File: config.mk
export PLATFORM = sky130hd
export DESIGN_NAME = cem_core_mask_ctrl
export DESIGN_NICKNAME = d
export VERILOG_FILES = /design/src/hdl/cem_pkg.sv /design/src/hdl/cem_mask_gate.sv /design/src/hdl/cem_exec_state.sv /design/src/hdl/cem_core_mask_ctrl.sv
export SDC_FILE = /design/constraint.sdc
export NUM_CORES = 1
export LEC_CHECK = 0
export BUFFER_PORTS_ARGS = -buffer_cell sky130_fd_sc_hd__clkbuf_2
export CAP_MARGIN = 15
export CORE_MARGIN = 3
export CORE_UTILIZATION = 41
export CTS_CLUSTER_DIAMETER = 40
export CTS_CLUSTER_SIZE = 16
export DETAILED_ROUTE_END_ITERATION = 8
export PLACE_DENSITY = 0.95
export SETUP_SLACK_MARGIN = 0.2
export SKIP_CTS_REPAIR_TIMING = 1
export SYNTH_ARGS = -nofsm -noshare
export SYNTH_HDL_FRONTEND = slang
export SYNTH_SLANG_ARGS = --single-unit
File: constraint.sdc
create_clock -name CLK_SYS_I -period 3.21 [get_ports CLK_SYS_I]
set_input_delay 0.642 -clock CLK_SYS_I [delete_from_list [all_inputs] [get_ports CLK_SYS_I]]
set_output_delay 0.642 -clock CLK_SYS_I [all_outputs]
set_load 0.03 [all_outputs]
File: src/hdl/cem_pkg.sv
package cem_pkg;

  // ----------------------------------------------------------------
  // special register selects
  // ----------------------------------------------------------------
  localparam logic [2:0] SEL_PRI = 3'h0;
  localparam logic [2:0] SEL_ESC = 3'h1;
  localparam logic [2:0] SEL_FLOOR = 3'h2;
  localparam logic [2:0] SEL_CTRL = 3'h3;

  // ----------------------------------------------------------------
  // field positions
  // ----------------------------------------------------------------
  localparam int FLOOR_LSB = 4;
  localparam int FLOOR_W = 4;
  localparam int CTRL_THREAD_PRIVILEGE_BIT = 0;
  localparam int CTRL_ACTIVE_STACK_SELECT = 1;
  localparam int XS_T_BIT = 24;
  localparam int XS_HI_LSB = 25;
  localparam int XS_LO_LSB = 10;
  localparam int XS_IDX_LSB = 12;
  localparam int RET_THREAD_BIT = 3;
  localparam int RET_PSP_BIT = 2;

  // ----------------------------------------------------------------
  // reset values and counts
  // ----------------------------------------------------------------
  localparam logic [31:0] RST_WORD = 32'h0000_0000;
  localparam logic [7:0] RST_COND = 8'h00;
  localparam int COND_BLOCK_MAX = 4;

  // ----------------------------------------------------------------
  // execution state modes
  // ----------------------------------------------------------------
  typedef enum logic [1:0] {
    XS_NONE,
    XS_SUSPEND,
    XS_COND
  } cem_xs_mode_t;

endpackage : cem_pkg

File: src/hdl/cem_mask_gate.sv
`timescale 1ns/1ps
module cem_mask_gate (
  input wire logic pri_i,
  input wire logic esc_i,
  input wire logic [3:0] floor_i,
  input wire logic req_valid_i,
  input wire logic req_cfg_i,
  input wire logic req_nmi_i,
  input wire logic [7:0] req_prio_i,
  output logic allow_o
);

  // ----------------------------------------------------------------
  // mask combination
  // ----------------------------------------------------------------
  logic [7:0] floor_val;
  logic pri_hit;
  logic esc_hit;
  logic floor_hit;

  always_comb begin
    floor_val = {floor_i, 4'h0};
    pri_hit = pri_i && req_cfg_i;
    esc_hit = esc_i && !req_nmi_i;
    floor_hit = (floor_i != 4'h0) && req_cfg_i &&
      (req_prio_i >= floor_val);
    allow_o = req_valid_i && !pri_hit && !esc_hit && !floor_hit;
  end

endmodule : cem_mask_gate

File: src/hdl/cem_exec_state.sv
`timescale 1ns/1ps
module cem_exec_state (
  input wire logic clk_i,
  input wire logic rst_n_i,
  input wire logic mr_suspend_i,
  input wire logic [3:0] mr_next_idx_i,
  input wire logic mr_resume_i,
  input wire logic cb_load_i,
  input wire logic [7:0] cb_state_i,
  input wire logic cb_advance_i,
  input wire logic br_wr_i,
  input wire logic br_bit0_i,
  input wire logic vec_fetch_i,
  input wire logic vec_bit0_i,
  input wire logic stk_restore_i,
  input wire logic [31:0] stk_xs_i,
  input wire logic exec_try_i,
  output logic [31:0] xs_o,
  output logic resume_valid_o,
  output logic [3:0] resume_idx_o,
  output logic cb_active_o,
  output logic t_fault_o
);

  localparam int XS_LO_LSB_P = cem_pkg::XS_LO_LSB;
  localparam int XS_HI_LSB_P = cem_pkg::XS_HI_LSB;
  localparam int XS_T_BIT_P = cem_pkg::XS_T_BIT;

  typedef struct packed {
    logic t;
    cem_pkg::cem_xs_mode_t mode;
    logic [7:0] bits;
    logic resume_valid;
    logic [3:0] resume_idx;
    logic t_fault;
    logic cb_active;
  } cem_xs_t;

  cem_xs_t st_ff;
  cem_xs_t nxt_st;
  logic [7:0] rs_bits;
  logic [3:0] rs_zero;

  // ----------------------------------------------------------------
  // next state
  // ----------------------------------------------------------------
  always_comb begin
    nxt_st = st_ff;
    nxt_st.resume_valid = 1'b0;
    nxt_st.t_fault = exec_try_i && !st_ff.t;
    rs_bits = {stk_xs_i[XS_LO_LSB_P+5:XS_LO_LSB_P],
      stk_xs_i[XS_HI_LSB_P+1:XS_HI_LSB_P]};
    rs_zero = {stk_xs_i[XS_HI_LSB_P+1:XS_HI_LSB_P],
      stk_xs_i[XS_LO_LSB_P+1:XS_LO_LSB_P]};
    if (st_ff.mode == cem_pkg::XS_COND && cb_advance_i) begin
      if (st_ff.bits[2:0] == 3'h0) begin
        nxt_st.mode = cem_pkg::XS_NONE;
        nxt_st.bits = cem_pkg::RST_COND;
      end else begin
        nxt_st.bits = {st_ff.bits[7:5], st_ff.bits[3:0], 1'b0};
      end
    end
    if (cb_load_i) begin
      nxt_st.mode = cem_pkg::XS_COND;
      nxt_st.bits = cb_state_i;
    end
    if (mr_resume_i && st_ff.mode == cem_pkg::XS_SUSPEND) begin
      nxt_st.resume_valid = 1'b1;
      nxt_st.resume_idx = st_ff.bits[7:4];
      nxt_st.mode = cem_pkg::XS_NONE;
      nxt_st.bits = cem_pkg::RST_COND;
    end
    if (mr_suspend_i) begin
      nxt_st.mode = cem_pkg::XS_SUSPEND;
      nxt_st.bits = {mr_next_idx_i, 4'h0};
    end
    if (br_wr_i) begin
      nxt_st.t = br_bit0_i;
    end
    if (stk_restore_i) begin
      nxt_st.t = stk_xs_i[XS_T_BIT_P];
      if (rs_zero == 4'h0 && rs_bits[7:4] != 4'h0) begin
        nxt_st.mode = cem_pkg::XS_SUSPEND;
        nxt_st.bits = {rs_bits[7:4], 4'h0};
      end else if (rs_bits != 8'h00) begin
        nxt_st.mode = cem_pkg::XS_COND;
        nxt_st.bits = rs_bits;
      end else begin
        nxt_st.mode = cem_pkg::XS_NONE;
        nxt_st.bits = cem_pkg::RST_COND;
      end
    end
    if (vec_fetch_i) begin
      nxt_st.t = vec_bit0_i;
    end
    nxt_st.cb_active = (nxt_st.mode == cem_pkg::XS_COND);
  end

  always_ff @(posedge clk_i or negedge rst_n_i) begin
    if (!rst_n_i) begin
      st_ff <= '0;
    end else begin
      st_ff <= nxt_st;
    end
  end

  // ----------------------------------------------------------------
  // outputs
  // ----------------------------------------------------------------
  always_comb begin
    xs_o = cem_pkg::RST_WORD;
    xs_o[XS_T_BIT_P] = st_ff.t;
    xs_o[XS_HI_LSB_P+1:XS_HI_LSB_P] = st_ff.bits[1:0];
    xs_o[XS_LO_LSB_P+5:XS_LO_LSB_P] = st_ff.bits[7:2];
  end
  assign resume_valid_o = st_ff.resume_valid;
  assign resume_idx_o = st_ff.resume_idx;
  assign cb_active_o = st_ff.cb_active;
  assign t_fault_o = st_ff.t_fault;
endmodule : cem_exec_state

File: src/hdl/cem_core_mask_ctrl.sv
`timescale 1ns/1ps
module cem_core_mask_ctrl (
  input wire logic CLK_SYS_I,
  input wire logic RESETN_I,
  input wire logic SR_WR_I,
  input wire logic SR_RD_I,
  input wire logic [2:0] SR_SEL_I,
  input wire logic [31:0] SR_WDATA_I,
  input wire logic CPS_I,
  input wire logic CPS_SET_I,
  input wire logic CPS_PRI_I,
  input wire logic CPS_ESC_I,
  input wire logic EXC_ENTRY_I,
  input wire logic EXCEPTION_RETURN_CODE_I,
  input wire logic [3:0] EXC_RET_CODE_I,
  input wire logic EXC_RET_NMI_I,
  input wire logic EXC_REQ_VALID_I,
  input wire logic EXC_REQ_CFG_I,
  input wire logic EXC_REQ_NMI_I,
  input wire logic [7:0] EXC_REQ_PRIO_I,
  input wire logic MR_SUSPEND_I,
  input wire logic [3:0] MR_NEXT_IDX_I,
  input wire logic MR_RESUME_I,
  input wire logic CB_LOAD_I,
  input wire logic [7:0] CB_STATE_I,
  input wire logic CB_ADVANCE_I,
  input wire logic BR_WR_I,
  input wire logic BR_BIT0_I,
  input wire logic VEC_FETCH_I,
  input wire logic VEC_BIT0_I,
  input wire logic STK_RESTORE_I,
  input wire logic [31:0] STK_XS_I,
  input wire logic EXEC_TRY_I,
  output logic [31:0] SR_RDATA_O,
  output logic PRI_BLOCK_O,
  output logic ESC_BLOCK_O,
  output logic [7:0] FLOOR_O,
  output logic USE_PSP_O,
  output logic UNPRIV_O,
  output logic HANDLER_MODE_O,
  output logic EXC_ALLOW_O,
  output logic [31:0] XS_O,
  output logic RESUME_VALID_O,
  output logic [3:0] RESUME_IDX_O,
  output logic CB_ACTIVE_O,
  output logic T_FAULT_O
);

  localparam int FL_LSB = cem_pkg::FLOOR_LSB;
  localparam int FL_MSB = cem_pkg::FLOOR_LSB + cem_pkg::FLOOR_W - 1;

  typedef struct packed {
    logic pri;
    logic esc;
    logic [3:0] floor_val;
    logic active_stack_select;
    logic thread_privilege_bit;
    logic handler;
    logic [31:0] rdata;
    logic allow;
  } cem_regs_t;

  cem_regs_t st_ff;
  cem_regs_t nxt_st;
  logic allow_c;

  // ----------------------------------------------------------------
  // select decode
  // ----------------------------------------------------------------
  function automatic logic sel_hit(input logic [2:0] sel,
                                   input logic [2:0] code);
    sel_hit = (sel == code);
  endfunction : sel_hit

  function automatic logic [31:0] rd_word(input logic [2:0] sel,
                                          input cem_regs_t s);
    logic [31:0] w;
    w = cem_pkg::RST_WORD;
    if (sel_hit(sel, cem_pkg::SEL_PRI)) begin
      w[0] = s.pri;
    end
    if (sel_hit(sel, cem_pkg::SEL_ESC)) begin
      w[0] = s.esc;
    end
    if (sel_hit(sel, cem_pkg::SEL_FLOOR)) begin
      w[FL_MSB:FL_LSB] = s.floor_val;
    end
    if (sel_hit(sel, cem_pkg::SEL_CTRL)) begin
      w[cem_pkg::CTRL_THREAD_PRIVILEGE_BIT] = s.thread_privilege_bit;
      w[cem_pkg::CTRL_ACTIVE_STACK_SELECT] = s.active_stack_select && !s.handler;
    end
    rd_word = w;
  endfunction : rd_word

  // ----------------------------------------------------------------
  // sub blocks
  // ----------------------------------------------------------------
  cem_mask_gate u_gate (
    .pri_i(st_ff.pri),
    .esc_i(st_ff.esc),
    .floor_i(st_ff.floor_val),
    .req_valid_i(EXC_REQ_VALID_I),
    .req_cfg_i(EXC_REQ_CFG_I),
    .req_nmi_i(EXC_REQ_NMI_I),
    .req_prio_i(EXC_REQ_PRIO_I),
    .allow_o(allow_c)
  );

  cem_exec_state u_xs (
    .clk_i(CLK_SYS_I),
    .rst_n_i(RESETN_I),
    .mr_suspend_i(MR_SUSPEND_I),
    .mr_next_idx_i(MR_NEXT_IDX_I),
    .mr_resume_i(MR_RESUME_I),
    .cb_load_i(CB_LOAD_I),
    .cb_state_i(CB_STATE_I),
    .cb_advance_i(CB_ADVANCE_I),
    .br_wr_i(BR_WR_I),
    .br_bit0_i(BR_BIT0_I),
    .vec_fetch_i(VEC_FETCH_I),
    .vec_bit0_i(VEC_BIT0_I),
    .stk_restore_i(STK_RESTORE_I),
    .stk_xs_i(STK_XS_I),
    .exec_try_i(EXEC_TRY_I),
    .xs_o(XS_O),
    .resume_valid_o(RESUME_VALID_O),
    .resume_idx_o(RESUME_IDX_O),
    .cb_active_o(CB_ACTIVE_O),
    .t_fault_o(T_FAULT_O)
  );

  // ----------------------------------------------------------------
  // register next state
  // ----------------------------------------------------------------
  always_comb begin
    nxt_st = st_ff;
    nxt_st.allow = allow_c;
    if (SR_RD_I) begin
      nxt_st.rdata = rd_word(SR_SEL_I, st_ff);
    end
    if (EXCEPTION_RETURN_CODE_I && !EXC_RET_NMI_I) begin
      nxt_st.esc = 1'b0;
    end
    if (EXCEPTION_RETURN_CODE_I) begin
      if (EXC_RET_CODE_I[cem_pkg::RET_THREAD_BIT]) begin
        nxt_st.handler = 1'b0;
        nxt_st.active_stack_select = EXC_RET_CODE_I[cem_pkg::RET_PSP_BIT];
      end else begin
        nxt_st.handler = 1'b1;
        nxt_st.active_stack_select = 1'b0;
      end
    end
    if (EXC_ENTRY_I) begin
      nxt_st.handler = 1'b1;
      nxt_st.active_stack_select = 1'b0;
    end
    if (SR_WR_I && sel_hit(SR_SEL_I, cem_pkg::SEL_PRI)) begin
      nxt_st.pri = SR_WDATA_I[0];
    end
    if (SR_WR_I && sel_hit(SR_SEL_I, cem_pkg::SEL_ESC)) begin
      nxt_st.esc = SR_WDATA_I[0];
    end
    if (SR_WR_I && sel_hit(SR_SEL_I, cem_pkg::SEL_FLOOR)) begin
      nxt_st.floor_val = SR_WDATA_I[FL_MSB:FL_LSB];
    end
    if (SR_WR_I && sel_hit(SR_SEL_I, cem_pkg::SEL_CTRL)) begin
      nxt_st.thread_privilege_bit = SR_WDATA_I[cem_pkg::CTRL_THREAD_PRIVILEGE_BIT];
      if (!st_ff.handler && !EXC_ENTRY_I) begin
        nxt_st.active_stack_select = SR_WDATA_I[cem_pkg::CTRL_ACTIVE_STACK_SELECT];
      end
    end
    if (CPS_I && CPS_PRI_I) begin
      nxt_st.pri = CPS_SET_I;
    end
    if (CPS_I && CPS_ESC_I) begin
      nxt_st.esc = CPS_SET_I;
    end
  end

  always_ff @(posedge CLK_SYS_I or negedge RESETN_I) begin
    if (!RESETN_I) begin
      st_ff <= '0;
    end else begin
      st_ff <= nxt_st;
    end
  end

  // ----------------------------------------------------------------
  // outputs
  // ----------------------------------------------------------------
  assign SR_RDATA_O = st_ff.rdata;
  assign PRI_BLOCK_O = st_ff.pri;
  assign ESC_BLOCK_O = st_ff.esc;
  assign FLOOR_O = {st_ff.floor_val, 4'h0};
  assign USE_PSP_O = st_ff.active_stack_select;
  assign UNPRIV_O = st_ff.thread_privilege_bit;
  assign HANDLER_MODE_O = st_ff.handler;
  assign EXC_ALLOW_O = st_ff.allow;

  logic ctrl_wr;
  logic esc_set;
  assign ctrl_wr = SR_WR_I && SR_SEL_I == cem_pkg::SEL_CTRL;
  assign esc_set = (SR_WR_I && SR_SEL_I == cem_pkg::SEL_ESC) ||
    (CPS_I && CPS_ESC_I);
endmodule : cem_core_mask_ctrl

==> summary.md <==
| Metric | Value |
|---|---|
| Final min period | `1.63 ns` |
| Fraction of registers with async set/reset | `1.00` |
| Share of cells above drive strength 1 | `0.350` |
| Worst EP required | `3.37 ns` |
| Slowest cell on the critical path | `dfrtp_1` |
| Tot GR Track Use | `0.154` |
| Worst rel slew slack | `0.442` |
| Fmax | `612 MHz` |
| IO Count | `200` |
| DRC | `0` |
| Via-to-Cell Ratio | `4.73` |
| Kind of critical path | `reg -> reg` |
| Diodes inserted | `0` |
| Starting density of the core | `0.437` |
| Clk_skew | `0.00348 ns` |
| Seq cells post-synth | `34` |
| Clk root buf | `clkbuf_8` |
| Max FO, Critical Path | `4` |
| Synthesis-to-layout area growth | `14.0%` |
| Netlist cell types | `44` |
| Switch share | `0.386` |
| Fill cells | `503` |
| Clock power frac | `0.249` |
| Final Slew Violations | `0` |
| Synthesis Warnings | `0` |
| Yosys top cell area share | `0.370` |
| CTS tree | `built` |
| Core Region | `5270 um2` |
| WL/cell | `12.5 um` |
| Cells after Synth | `255` |
| Worst vdd ir | `145 uV` |
| Avg Cell Area, Syn | `9.02 um2` |
| Cell Area, Synth | `2300 um2` |
| Clk_lat worst skew | `0.28 ns` |
| Grt ovf | `0` |
| First-pass GRT wire length | `7.91 mm` |
| Initial DRC count | `70` |
| Switch Pwr | `489 uW` |
| Port bufs | `95` |
| Critical Path Max Stage Delay | `0.40 ns` |
| RSZ-0062 raised after global routing | `false` |
| Crit start category | `register` |
| Leakage power total | `1.40 nW` |
| Nets | `455` |
| H-tree depth | `2` |
| Max-cap violations | `0` |
| Most instantiated cells after synthesis | `buf_4, nand2_1, dfrtp_1` |
| Ys flop type | `dfrtp_1` |
| Detailed Place HPWL | `4.26 mm` |
| Number of routed nets with antenna violations | `0` |
| Fin crit share | `0.509` |
| Initial antenna violation count | `0` |
| Total Wirelength | `5.09 mm` |
| Combinational power share | `0.337` |
| Crit path cell chain | `inv_1, ha_1, nand4b_1, or4_1, a31oi_1, a211oi_1` |
| Seq/Total Area, Yosys | `0.370` |
| Slew @ Worst Pin | `0.837 ns` |
| # rows | `26` |
| Reg power frac | `0.414` |
| Largest area contributor in the netlist | `dfrtp_1` |
| Die Y | `80.9 um` |
| Synth area leaders | `dfrtp_1, buf_4, nand2_1, mux2_2, o21ai_0` |
| Vias in the first global route | `1,798` |
| Final Wtd Congestion | `0.849` |
| Status | `complete, no violations` |
| WP data arrival | `1.79 ns` |
| Clk buf depth | `2` |
| Drt pass-1 iters | `4` |
| Num CTS Buffers | `5` |
| Internal cell power | `778 uW` |
| Fin. Hold Viols | `0` |
| Die X | `80.9 um` |
| Top-count cell post-synth | `buf_4` |
| Largest net degree at the start of global routing | `35` |
| Clk sinks | `34` |
| Hold Crit Class | `reg -> reg` |
| # setup viols final | `0` |
| Die area | `6550 um2` |
| Post-layout util | `0.498` |
| Number of enable flip-flop cells after synthesis | `0` |
| Critical Path Sink Type | `register` |
| DR vias | `1,924` |
| Worst-path clk slew | `0.07 ns` |
| Setup_tns | `0 ns` |
| Pwr/cell area | `483 nW/um2` |
worst paths after layout:
check	start	to	slack, ns	cells after the start
max	FLOOR_O[5]$_DFFE_PN0P_	EXC_ALLOW_O$_DFF_PN0_	1.58	6
min	u_xs.xs_o[24]$_DFFE_PN0P_	u_xs.t_fault_o$_DFF_PN0_	0.45	1
max reg2reg	FLOOR_O[5]$_DFFE_PN0P_	EXC_ALLOW_O$_DFF_PN0_	1.58	6
min reg2reg	u_xs.xs_o[24]$_DFFE_PN0P_	u_xs.t_fault_o$_DFF_PN0_	0.45	1
max in group asynchronous	RESETN_I	UNPRIV_O$_DFFE_PN0P_	2.23	1
min in group asynchronous	RESETN_I	u_xs.cb_active_o$_DFF_PN0_	0.46	1
through the flow:
step                total power [mW]  instance area [um2]  instances  hold WS (ns)  worst slack [ns]
floorplan                      0.909                 2500        307         0.346              1.40
global placement               0.947                 2530        399         0.430              1.32
detailed placement             0.962                 2530        399         0.441              1.29
CTS                             1.28                 2620        407         0.450              1.57
global route                    1.35                 2620        407         0.470              1.49
finish                          1.27                 2620        407         0.447              1.58
final cells by class:
class	count	area, um2	area share
inverters	14	57.6	0.0219
flip-flops and latches	34	851	0.324
clock inverters	1	5.00	0.00191
repair buffers	95	475	0.181
multi-input cells	186	1060	0.404
clock buffers	7	86.3	0.0329
well taps	70	87.6	0.0334
power by group through the flow:
stage,registers [mW],clock network [mW],logic (mW)
after global placement,0.529,0,0.418
after CTS,0.524,0.328,0.430
after detailed placement,0.532,0,0.429
after global routing,0.533,0.356,0.465
after floorplan,0.574,0,0.335
final,0.524,0.316,0.427
worst max-delay path: cells and delay by family (launching register included):
| family | cells | cell delay, ns |
|---|---|---|
| simple gates | 2 | 0.51 |
| flops | 1 | 0.40 |
| compound gates | 2 | 0.22 |
| fa+ha+maj | 1 | 0.30 |
| buf+inv | 1 | 0.08 |
cell families after synthesis:
kind of cell	count (synthesis)	synth area share
buffers and inverters	87	0.254
AND/OR/NAND/NOR	79	0.184
AO/OA/AOI/OAI	43	0.135
flip-flops	34	0.370
multiplexers	7	0.0332
adder cells (fa/ha/maj)	4	0.0218
other	1	0.00163
layer usage:
| layer | vias to the layer above | global-route usage | part of all wire |
|---|---|---|---|
| li1 | 921 | - | - |
| met1 | 908 | 0.181 | 0.40 |
| met2 | 86 | 0.272 | 0.51 |
| met3 | 9 | 0.0366 | 0.074 |
| met4 | 0 | 0.0574 | 0.018 |
| met5 | - | 0 | 0 |
state kept, by name (all words and copies together), names as in the netlist:
register	cells
EXC_ALLOW_O	1
u_xs.resume_idx_o	4
HANDLER_MODE_O	1
SR_RDATA_O	6
u_xs.t_fault_o	1
u_xs.resume_valid_o	1
u_xs.st_ff	2
FLOOR_O	4
u_xs.cb_active_o	1
UNPRIV_O	1
PRI_BLOCK_O	1
u_xs.xs_o	9
USE_PSP_O	1
ESC_BLOCK_O	1
layout by cell type (no fill, tap or decap), types with 4 or more instances in the layout:
master,netlist,layout
clkbuf_2,1,95
nand2_1,38,38
nor2_1,10,10
a32oi_1,4,4
inv_1,13,13
nand3_1,5,5
clkbuf_8,0,6
a21oi_1,7,7
o22ai_1,6,6
ha_1,4,4
mux2_2,5,5
o21ai_0,11,11
dfrtp_1,34,34
conb_1,1,53
Note: power is estimated with default switching activity, not from simulation.
